--- config.mk ---
export PLATFORM = sky130hd
export DESIGN_NAME = plld_top
export DESIGN_NICKNAME = d
export VERILOG_FILES = /design/src/rtl/plld_pkg.sv /design/src/rtl/plld_window_timer.sv /design/src/rtl/plld_top.sv
export VERILOG_INCLUDE_DIRS = /design/src /design/src/rtl
export SDC_FILE = /design/constraint.sdc
export NUM_CORES = 1
export LEC_CHECK = 0
export BUFFER_PORTS_ARGS = -buffer_cell sky130_fd_sc_hd__buf_2
export CAP_MARGIN = 20
export CORE_ASPECT_RATIO = 2
export CORE_MARGIN = 1
export CORE_UTILIZATION = 65
export CTS_BUF_LIST = sky130_fd_sc_hd__clkbuf_8
export CTS_CLUSTER_SIZE = 24
export DETAILED_ROUTE_END_ITERATION = 8
export PLACE_DENSITY = 0.88
export SLEW_MARGIN = 20
export SYNTH_ARGS = -nofsm -noshare
export SYNTH_HDL_FRONTEND = slang
export SYNTH_SLANG_ARGS = --single-unit
--- constraint.sdc ---
create_clock -name sys_clk -period 5.3 [get_ports sys_clk]
set_input_delay 0.53 -clock sys_clk [delete_from_list [all_inputs] [get_ports sys_clk]]
set_output_delay 0.53 -clock sys_clk [all_outputs]
set_load 0.02 [all_outputs]
--- src/rtl/plld_defs.svh ---
`ifndef PLLD_DEFS_SVH
`define PLLD_DEFS_SVH
// Contract
// - Every lock detect function except the free-running timer clock runs only while the global enable bit is set.
// - Window source zero selects the fixed short window of nominally 10 ns.
// - Window source one times the window with the digital window timer.
// - Two-bit speed field sets timer clock rate, 00 fastest, 11 slowest.
// - Divide codes 0 to 7 mean 0.5, 1, 2, 4, 8, 16, 32, 64 timer clock periods.
// - Digital window width follows both speed and divide settings.
// - Lock declared after the selected number of consecutive in-window arrivals.
// - One arrival outside the window drops lock at once and restarts counting.
// - Window opens on whichever edge comes first; only the difference matters.
// - Status register bit one always reads the current lock flag.
// - Output select code one puts the lock flag on the shared pin.
// - With bit 6 low, a serial read borrows the pin, then lock returns.
// - Timer clock is visible on the general test output when selected.
// - Large phase error raises a gain boost; threshold from a two-bit field.
// - Down and up pump gains come from two seven-bit fields.
// - Offset magnitude field plus up and down offset enables drive the pump.

`define PLLD_AW 8
`define PLLD_DW 24
`define PLLD_ADDR_LDCFG 8'h07
`define PLLD_ADDR_PUMP 8'h09
`define PLLD_ADDR_PDCTL 8'h0b
`define PLLD_ADDR_OUTSEL 8'h0f
`define PLLD_ADDR_STATUS 8'h12
`define PLLD_RST_LDCFG 24'h000000
`define PLLD_RST_PUMP 24'h000000
`define PLLD_RST_PDCTL 24'h000000
`define PLLD_RST_OUTSEL 24'h000000
`define PLLD_STAT_LOCK_BIT 1
`define PLLD_OUT_SEL_LSB 0
`define PLLD_OUT_SEL_W 5
`define PLLD_OUT_SDO_BIT 6
`define PLLD_OUT_SEL_LOCK 5'h01
`define PLLD_OUT_SEL_TIMER 5'h02
`define PLLD_CSP_LSB 7
`define PLLD_CLK_MHZ 25
`define PLLD_WIN_ANALOG_NS 10
`define PLLD_WINCNT_SHIFT 4
`define PLLD_WINCNT_W 12

`endif

--- src/rtl/plld_pkg.sv ---
package plld_pkg;

  typedef struct packed {
    logic [11:0] rsv_hi;
    logic [1:0] speed;
    logic [2:0] div_code;
    logic src_digital;
    logic [1:0] rsv_mid;
    logic enable;
    logic [2:0] wincnt_code;
  } plld_ldcfg_t;

  typedef struct packed {
    logic rsv;
    logic offset_dn;
    logic offset_up;
    logic [6:0] offset_mag;
    logic [6:0] pump_up_gain;
    logic [6:0] pump_down_gain;
  } plld_pump_t;

  typedef enum logic [1:0] {
    CMP_IDLE = 2'b00,
    CMP_WAIT_DIV = 2'b01,
    CMP_WAIT_REF = 2'b10
  } plld_cmp_state_t;

endpackage

--- src/rtl/plld_window_timer.sv ---
`timescale 1ns/1ps
`include "plld_defs.svh"
module plld_window_timer (
  input wire logic sys_clk,
  input wire logic rst_n,
  input wire logic [1:0] speed,
  input wire logic [2:0] div_code,
  input wire logic start,
  input wire logic abort,
  output logic timer_clk,
  output logic busy
);
  logic [1:0] pre_q;
  logic tick;
  logic [7:0] left_q;

  // Speed code n gives one tick every n+1 system cycles
  assign tick = (pre_q == speed);

  always_ff @(posedge sys_clk or negedge rst_n) begin
    if (!rst_n) begin
      pre_q <= 2'h0;
    end else if (tick) begin
      pre_q <= 2'h0;
    end else begin
      pre_q <= pre_q + 2'h1;
    end
  end

  // Each tick is half a timer clock period
  always_ff @(posedge sys_clk or negedge rst_n) begin
    if (!rst_n) begin
      timer_clk <= 1'b0;
    end else if (tick) begin
      timer_clk <= ~timer_clk;
    end
  end

  // Divide value d means 2d half periods, so 0.5 is one tick
  always_ff @(posedge sys_clk or negedge rst_n) begin
    if (!rst_n) begin
      left_q <= 8'h00;
      busy <= 1'b0;
    end else if (abort) begin
      left_q <= 8'h00;
      busy <= 1'b0;
    end else if (start) begin
      // Eight bits so the largest divide of 128 half periods fits
      left_q <= 8'h01 << div_code;
      busy <= 1'b1;
    end else if (busy && tick) begin
      left_q <= left_q - 8'h01;
      busy <= (left_q != 8'h01);
    end
  end
endmodule

--- src/rtl/plld_top.sv ---
`timescale 1ns/1ps
`include "plld_defs.svh"
module plld_top (
  input wire logic sys_clk,
  input wire logic rst_n,
  input wire logic [`PLLD_AW-1:0] reg_addr,
  input wire logic [`PLLD_DW-1:0] reg_wdata,
  input wire logic reg_wr,
  input wire logic reg_rd,
  output logic [`PLLD_DW-1:0] reg_rdata,
  input wire logic ref_edge,
  input wire logic div_edge,
  input wire logic serial_read_active,
  input wire logic serial_read_data,
  output logic lock_or_readback_pin,
  output logic general_test_output,
  output logic cycle_slip_guard,
  output plld_pkg::plld_pump_t pump_cfg
);
  localparam int ANA_FLOOR = (`PLLD_WIN_ANALOG_NS * `PLLD_CLK_MHZ) / 1000;
  localparam int ANA_CYC = (ANA_FLOOR < 1) ? 1 : ANA_FLOOR;
  localparam int CW = `PLLD_WINCNT_W;

  plld_pkg::plld_ldcfg_t ldcfg_q;
  plld_pkg::plld_pump_t pump_q;
  logic [`PLLD_DW-1:0] pdctl_q;
  logic [`PLLD_DW-1:0] outsel_q;
  plld_pkg::plld_cmp_state_t state_q;
  plld_pkg::plld_cmp_state_t state_d;
  logic [CW-1:0] wins_q;
  logic lock_q;
  logic [3:0] ana_q;
  logic [3:0] err_q;
  logic hit;
  logic miss;
  logic start;
  logic win_open;
  logic cfg_chg;
  logic tmr_clk;
  logic tmr_busy;
  logic [`PLLD_OUT_SEL_W-1:0] out_sel;
  logic [2:0] new_div;
  logic [1:0] new_speed;
  logic new_src;

  function automatic logic [CW-1:0] wincnt_target(input logic [2:0] code);
    // Four-bit shift amount so codes 4 to 7 do not wrap
    wincnt_target = CW'(16'h0001 << (4'(code) + 4'(`PLLD_WINCNT_SHIFT)));
  endfunction

  function automatic logic addr_is(input logic [`PLLD_AW-1:0] a, input logic [`PLLD_AW-1:0] b);
    addr_is = (a == b);
  endfunction

  assign out_sel = outsel_q[`PLLD_OUT_SEL_LSB +: `PLLD_OUT_SEL_W];
  assign new_div = reg_wdata[9:7];
  assign new_speed = reg_wdata[11:10];
  assign new_src = reg_wdata[6];

  // Any change to window source, divide or speed invalidates the running count
  assign cfg_chg = reg_wr && addr_is(reg_addr, `PLLD_ADDR_LDCFG)
                   && ({new_speed, new_div, new_src}
                       != {ldcfg_q.speed, ldcfg_q.div_code, ldcfg_q.src_digital});

  // Register writes
  always_ff @(posedge sys_clk or negedge rst_n) begin
    if (!rst_n) begin
      ldcfg_q <= `PLLD_RST_LDCFG;
      pump_q <= `PLLD_RST_PUMP;
      pdctl_q <= `PLLD_RST_PDCTL;
      outsel_q <= `PLLD_RST_OUTSEL;
    end else if (reg_wr) begin
      if (addr_is(reg_addr, `PLLD_ADDR_LDCFG)) begin
        ldcfg_q <= reg_wdata;
      end
      if (addr_is(reg_addr, `PLLD_ADDR_PUMP)) begin
        pump_q <= reg_wdata;
      end
      if (addr_is(reg_addr, `PLLD_ADDR_PDCTL)) begin
        pdctl_q <= reg_wdata;
      end
      if (addr_is(reg_addr, `PLLD_ADDR_OUTSEL)) begin
        outsel_q <= reg_wdata;
      end
    end
  end

  assign pump_cfg = pump_q;

  // Read data stands only in the cycle after the strobe
  always_ff @(posedge sys_clk or negedge rst_n) begin
    if (!rst_n) begin
      reg_rdata <= '0;
    end else if (!reg_rd) begin
      reg_rdata <= '0;
    end else begin
      case (reg_addr)
        `PLLD_ADDR_LDCFG: reg_rdata <= ldcfg_q;
        `PLLD_ADDR_PUMP: reg_rdata <= pump_q;
        `PLLD_ADDR_PDCTL: reg_rdata <= pdctl_q;
        `PLLD_ADDR_OUTSEL: reg_rdata <= outsel_q;
        `PLLD_ADDR_STATUS: begin
          reg_rdata <= '0;
          reg_rdata[`PLLD_STAT_LOCK_BIT] <= lock_q;
        end
        default: reg_rdata <= '0;
      endcase
    end
  end

  plld_window_timer u_timer (
    .sys_clk(sys_clk),
    .rst_n(rst_n),
    .speed(ldcfg_q.speed),
    .div_code(ldcfg_q.div_code),
    .start(start && ldcfg_q.src_digital),
    .abort(cfg_chg || !ldcfg_q.enable),
    .timer_clk(tmr_clk),
    .busy(tmr_busy)
  );

  // Fixed window is shorter than a cycle, so it rounds up to one whole cycle
  always_ff @(posedge sys_clk or negedge rst_n) begin
    if (!rst_n) begin
      ana_q <= 4'h0;
    end else if (start && !ldcfg_q.src_digital) begin
      ana_q <= 4'(ANA_CYC);
    end else if (ana_q != 4'h0) begin
      ana_q <= ana_q - 4'h1;
    end
  end

  assign win_open = ldcfg_q.src_digital ? tmr_busy : (ana_q != 4'h0);

  // Comparison sequencing
  always_comb begin
    state_d = state_q;
    hit = 1'b0;
    miss = 1'b0;
    start = 1'b0;
    case (state_q)
      plld_pkg::CMP_IDLE: begin
        if (ref_edge && div_edge) begin
          hit = 1'b1;
        end else if (ref_edge) begin
          start = 1'b1;
          state_d = plld_pkg::CMP_WAIT_DIV;
        end else if (div_edge) begin
          start = 1'b1;
          state_d = plld_pkg::CMP_WAIT_REF;
        end
      end
      plld_pkg::CMP_WAIT_DIV: begin
        if (div_edge && win_open && !ref_edge) begin
          hit = 1'b1;
          state_d = plld_pkg::CMP_IDLE;
        end else if (!win_open || ref_edge || div_edge) begin
          miss = 1'b1;
          state_d = plld_pkg::CMP_IDLE;
        end
      end
      plld_pkg::CMP_WAIT_REF: begin
        if (ref_edge && win_open && !div_edge) begin
          hit = 1'b1;
          state_d = plld_pkg::CMP_IDLE;
        end else if (!win_open || ref_edge || div_edge) begin
          miss = 1'b1;
          state_d = plld_pkg::CMP_IDLE;
        end
      end
      default: begin
        state_d = plld_pkg::CMP_IDLE;
      end
    endcase
    if (!ldcfg_q.enable || cfg_chg) begin
      state_d = plld_pkg::CMP_IDLE;
      hit = 1'b0;
      miss = 1'b0;
      start = 1'b0;
    end
  end

  always_ff @(posedge sys_clk or negedge rst_n) begin
    if (!rst_n) begin
      state_q <= plld_pkg::CMP_IDLE;
    end else begin
      state_q <= state_d;
    end
  end

  // Consecutive in-window count and lock flag
  always_ff @(posedge sys_clk or negedge rst_n) begin
    if (!rst_n) begin
      wins_q <= '0;
      lock_q <= 1'b0;
    end else if (!ldcfg_q.enable || cfg_chg) begin
      wins_q <= '0;
      lock_q <= 1'b0;
    end else if (miss) begin
      wins_q <= '0;
      lock_q <= 1'b0;
    end else if (hit) begin
      if (wins_q + CW'(1) >= wincnt_target(ldcfg_q.wincnt_code)) begin
        lock_q <= 1'b1;
      end else begin
        wins_q <= wins_q + CW'(1);
      end
    end
  end

  // Phase error age; the guard only widens gain, it never touches lock
  always_ff @(posedge sys_clk or negedge rst_n) begin
    if (!rst_n) begin
      err_q <= 4'h0;
    end else if (state_q == plld_pkg::CMP_IDLE || state_d == plld_pkg::CMP_IDLE) begin
      err_q <= 4'h0;
    end else if (err_q != 4'hf) begin
      err_q <= err_q + 4'h1;
    end
  end

  always_ff @(posedge sys_clk or negedge rst_n) begin
    if (!rst_n) begin
      cycle_slip_guard <= 1'b0;
    end else begin
      cycle_slip_guard <= ldcfg_q.enable && (state_q != plld_pkg::CMP_IDLE)
                          && (err_q > {2'h0, pdctl_q[`PLLD_CSP_LSB +: 2]});
    end
  end

  // Shared pin and test output
  always_ff @(posedge sys_clk or negedge rst_n) begin
    if (!rst_n) begin
      lock_or_readback_pin <= 1'b0;
    end else if (serial_read_active && !outsel_q[`PLLD_OUT_SDO_BIT]) begin
      lock_or_readback_pin <= serial_read_data;
    end else if (out_sel == `PLLD_OUT_SEL_LOCK) begin
      lock_or_readback_pin <= lock_q;
    end else begin
      lock_or_readback_pin <= 1'b0;
    end
  end

  always_ff @(posedge sys_clk or negedge rst_n) begin
    if (!rst_n) begin
      general_test_output <= 1'b0;
    end else begin
      general_test_output <= (out_sel == `PLLD_OUT_SEL_TIMER) && tmr_clk;
    end
  end
endmodule

# == Word-level counts from Yosys, hierarchy flattened ==
# Index checks and enable logic that the tools add are counted.
# op_classes
magnitude_cmp,2
n_eq_ne,14
bitwise,1
muxes,47
n_shift,2
addsub,6
n_reduce_logical,39
# op_table
cell,n
24-bit one-hot mux with 5 select lines,1
12-bit two-way mux,4
8-bit by 4-bit equality test with 1-bit output (second input constant),3
24-bit two-way mux,1
8-bit two-way mux,3
1-bit two-way mux,23
2-bit two-way mux,8
4-bit two-way mux,4
1-bit logical AND,14
12-bit by 1-bit adder with 12-bit output (second input constant),1
12-bit greater-or-equal comparator,1
2-bit AND reduction,6
1-bit by 4-bit << shifter with 12-bit output (first input constant),1
3-bit nonzero test,3
8-bit by 3-bit equality test with 1-bit output (second input constant),1
8-bit by 5-bit equality test with 1-bit output (second input constant),1
8-bit by 1-bit != test with 1-bit output (second input constant),1
1-bit by 3-bit << shifter with 8-bit output (first input constant),1
8-bit by 1-bit subtractor with 8-bit output (second input constant),1
1-bit zero test,6
6-bit != test,1
2-bit one-hot mux with 3 select lines,1
2-bit nonzero test,3
5-bit by 1-bit equality test with 1-bit output (second input constant),1
17 further kinds,21
# totals
output_inout_bits,51
elab_cells,139
register_bits,158
inputBits,40

# == Logic depth before layout (Yosys ltp) ==
# logic_depth
word_depth,12
depth_mapped,14
depth_no_buf,13

# == Hierarchy ==
# A second synthesis with hierarchy kept.
# hier_totals
hier_cells,631
hier_area_um2,7558.5
# by_module_without_submodules
module,cells_per_inst,instances,seq_area_each_um2,area_per_inst_um2
plld_top,555,1,3653.5,6802.8
plld_window_timer,76,1,300.3,755.7

# == Worst setup path after synthesis ==
# No wires, ideal clock.
# synth_path
path_type,reg-to-reg
startpoint,register wins_q[0]
endpoint,register wins_q[10]
arrival_time_ps,2999
setup_time_ps,78
synth_period_minus_slack_ps,3077
path_buffers,0
stages_incl_launch_ff,13
setup_slack_ps,2223
t_required_ps,5222
cell_sequence,dfrtp_1 ha_1 and3_1 nand3_1 inv_1 nand3_1 xnor2_1 ha_1 a2111o_1 a2111oi_4 o21ai_2 or4_1 a21oi_1
# synth_between
elab_chain_len,5
word_cells_on_any_way,8
classes_between,add/sub: 1; order compare: 1; eq/ne: 1; mux: 4; reduce/logical: 1
# synth_rtl
item,line,text
from (decl),plld_top.sv:30,logic [CW-1:0] wins_q;
from (signal assigned),plld_top.sv:206,wins_q <= wins_q + CW'(1);
12-bit by 1-bit adder with 12-bit output (*),"plld_top.sv:203, plld_top.sv:206",
branches (longest 4 deep; another with 12-bit greater-or-equal comparator),--,
# Every way passes the cells marked *. The select of a mux whose other input is x is not followed.
# A chain may end at the register's enable or synchronous reset.

# == Final worst setup path ==
# Same ends and word-level chain as after synthesis.

==> flow_metrics.py <==
metrics = {
    "clock_network": {
        "clock-root-buffer": "clkbuf_8",
        "post_cts_buffers": 0,
        "cts_tree": "built",
        "htreeDepth": 4,
        "cts_sinks": 158,
        "cts_made_buffers": 17,
        "hold_buffers": 0,
        "clk_latency_ns": 0.47,
        "ctsResizeCount": 0,
        "clkTransAtPathRegs_ns": 0.10,
        "clk_path_buf_depth": 2,
    },
    "route": {
        "drtIter0Drc": 258,
        "postRouteAntennaNets": 0,
        "detail_route.vias_per_cell": 6.39,
        "drc_errors": 0,
        "wirelength_um": 17800,
        "wire_per_inst_um": 20.2,
        "vias": 5634,
        "drt-pass1-iter-count": 5,
    },
    "layout": {
        "antennaDiodeCount": 0,
        "layout_commonest_cell": "dfrtp_1",
        "area_growth_pct": 12.5,
        "final_cell_mix": "158 x dfrtp_1, 89 x buf_2, 74 x mux2_2, 48 x a22oi_1, 43 x a21oi_1",
        "final_util_pct": 75.8,
        "nNetsFinal": 789,
        "drive_above_1_share_pct": 32.4,
        "fill_cells": 751,
    },
    "flow_run": {
        "max_cap_viol_count": 0,
    },
    "timing": {
        "rsz0062_at_grt": "false",
        "finalCriticalPeriod_ns": 3.54,
        "slew_violations": 0,
        "fin_skew_ns": 0.0162,
        "setup_viol": 0,
        "max_slew_margin_pct": 36.2,
        "finalCritPeriodShare_pct": 66.8,
        "finalHoldViolCount": 0,
        "tightest_slew_ns": 0.957,
        "timing.fmax_ghz": 0.283,
        "final.setup.tns_ns": 0,
    },
    "yosys": {
        "yosysWarnings": 0,
        "async_reset_ff_share_pct": 100,
        "synth_area_leader_cell": "dfrtp_1",
        "synth.top_cell.area_share_pct": 51.7,
        "syn_area_per_cell_um2": 11.9,
        "synth_edf_count": 0,
        "synthCells": 643,
        "synthFlopType": "dfrtp_1",
        "synth.distinct_cells": 67,
        "ys_top_cells_by_area": "dfrtp_1 52%, mux2_2 11%, a22oi_1 4.7%",
        "seq_area_frac_synth_pct": 51.7,
        "ys_seq_elements": 158,
        "synth_area_mm2": 0.00765,
    },
    "outcome": {
        "status": "finished, final reports clean",
    },
    "floorplanning": {
        "ioPinCount": 91,
        "initial_utilization_pct": 67.4,
        "dieArea_mm2": 0.0122,
        "die_x_um": 78.7,
        "core_mm2": 0.0114,
        "fp-row-count": 55,
        "die_h_um": 155,
    },
    "critical_path": {
        "rrSetupSlack_ns": 1.76,
        "reg2reg_from": "wins_q[0]$_DFFE_PN0P_",
        "critPathKind": "flop to flop",
        "path_max_fanout": 18,
        "worstPathArrival_ns": 3.93,
        "ff2ff_path_depth": 12,
        "required_ns": 5.69,
        "start_kind": "flop",
        "rr_endpoint": "wins_q[10]$_DFFE_PN0P_",
        "end_kind": "flop",
    },
    "placement": {
        "portBuffers": 90,
        "post-dp-hpwl_um": 11700,
        "gp_congestion": 0.887,
    },
    "hold_path": {
        "hold_path.class": "primary input to asynchronous set/reset pin",
    },
    "global_route": {
        "grt_max_degree": 109,
        "grt_util_all_layers_pct": 31.5,
        "grt_pass1_vias": 5907,
        "grt_pass1_wl_um": 29200,
        "overflow": 0,
        "antenna_found_initial": 0,
    },
    "power_and_ir_drop": {
        "ir_drop_mv": 0.291,
        "p_per_area_mw_per_mm2": 338,
        "p_leak_uw": 0.00431,
    },
}
-- cells by family (layout without fill, tap and decap cells) --
group           Yosys count  count (layout)  synth area share, %
mux                     100             100                 15.7
other cells               1               2               0.0490
compound gates          141             141                 12.4
fa+ha+maj                22              22                 3.60
xor+xnor                 26              26                 2.97
simple gates            146             146                 10.7
flops                   158             158                 51.7
buf+inv                  49             145                 2.99
-- cells in the mapped netlist, drive strengths merged (2+ instances only) --
master    n
and4b     3
xnor2    10
buf      15
a21oi    43
nor2b     2
and3      6
nand3b    6
or3b      2
nor2     35
a31oi     6
nor3b     4
o32ai     2
nor4      6
nand3    14
xor2     16
ha       22
a211oi    2
o22ai     3
a211o     2
and2      2
or3      12
o41ai     2
inv      17
clkbuf   17
o31a      2
nand2    29
nand4b    2
o21ai    17
nor4b     2
mux2     95
a22oi    48
nand2b    4
mux2i     5
o211ai    4
nor3     11
dfrtp   158
-- registers in the layout (all words and copies together) (netlist names) --
name,count
ana_q,4
cycle_slip_guard,1
err_q,4
general_test_output,1
ldcfg_q,24
lock_or_readback_pin,1
lock_q,1
outsel_q,24
pdctl_q,24
pump_cfg,24
reg_rdata,24
state_q,2
u_timer.busy,1
u_timer.left_q,8
u_timer.pre_q,2
u_timer.timer_clk,1
wins_q,12
-- final cells by class --
cell class                 instances  area (um2)  share of cell area [%]
clock inverter                    15         184                    2.14
tap                              142         178                    2.06
inverter                          17        63.8                   0.741
sequential                       158        3950                    45.9
multi-input combinational        437        3490                    40.6
clock buffer                      17         234                    2.72
timing repair buffer              96         502                    5.83
-- per-layer routing --
layer	track usage (%)	share of wire [%]	up-vias
met5	0	0	-
met3	6.98	5.0	55
met2	54.5	54	204
met4	16.5	3.2	0
li1	-	-	2522
met1	36.0	38	2853
-- how the worst max path moves through the flow --
| stage | cells past startpoint | endpoint | startpoint |
|---|---|---|---|
| 2_1_floorplan | 12 | wins_q[10]$_DFFE_PN0P_ | wins_q[0]$_DFFE_PN0P_ |
| 3_3_place_gp | 12 | wins_q[10]$_DFFE_PN0P_ | wins_q[0]$_DFFE_PN0P_ |
| 3_5_place_dp | 12 | wins_q[10]$_DFFE_PN0P_ | wins_q[0]$_DFFE_PN0P_ |
| 4_1_cts | 12 | wins_q[10]$_DFFE_PN0P_ | wins_q[0]$_DFFE_PN0P_ |
| 5_1_grt | 12 | wins_q[10]$_DFFE_PN0P_ | wins_q[0]$_DFFE_PN0P_ |
| 6_report | 12 | wins_q[10]$_DFFE_PN0P_ | wins_q[0]$_DFFE_PN0P_ |
-- report_power, final --
part | internal, uW | switching [uW]
Clock | 475 | 476
Sequential | 1310 | 103
Combinational | 239 | 311
Total | 2020 | 890
-- metrics by stage --
step | setup WS, ns | std cells | hold slack [ns] | area (um2) | power (uW)
final | 1.76 | 882 | 0.158 | 8610 | 2910
after global routing | 1.46 | 882 | 0.243 | 8610 | 3040
after CTS | 1.80 | 882 | 0.215 | 8610 | 2930
after floorplan | 2.22 | 644 | 0.234 | 7660 | 1810
after detailed placement | 1.79 | 850 | 0.457 | 8190 | 1970
after global placement | 1.88 | 850 | 0.458 | 8180 | 1940
-- worst max-delay path, cell delays in order, from the launching register on --
cell       delay [ns]
dfrtp_1          0.41
ha_1             0.23
and3_1           0.22
nand3_1          0.24
inv_1            0.11
nand3_1          0.13
xnor2_1          0.16
ha_1             0.20
a2111o_1         0.46
a2111oi_4        0.45
o21ai_2          0.28
or4_1            0.45
a21oi_1          0.14
Note: power is estimated with default switching activity, not from simulation.
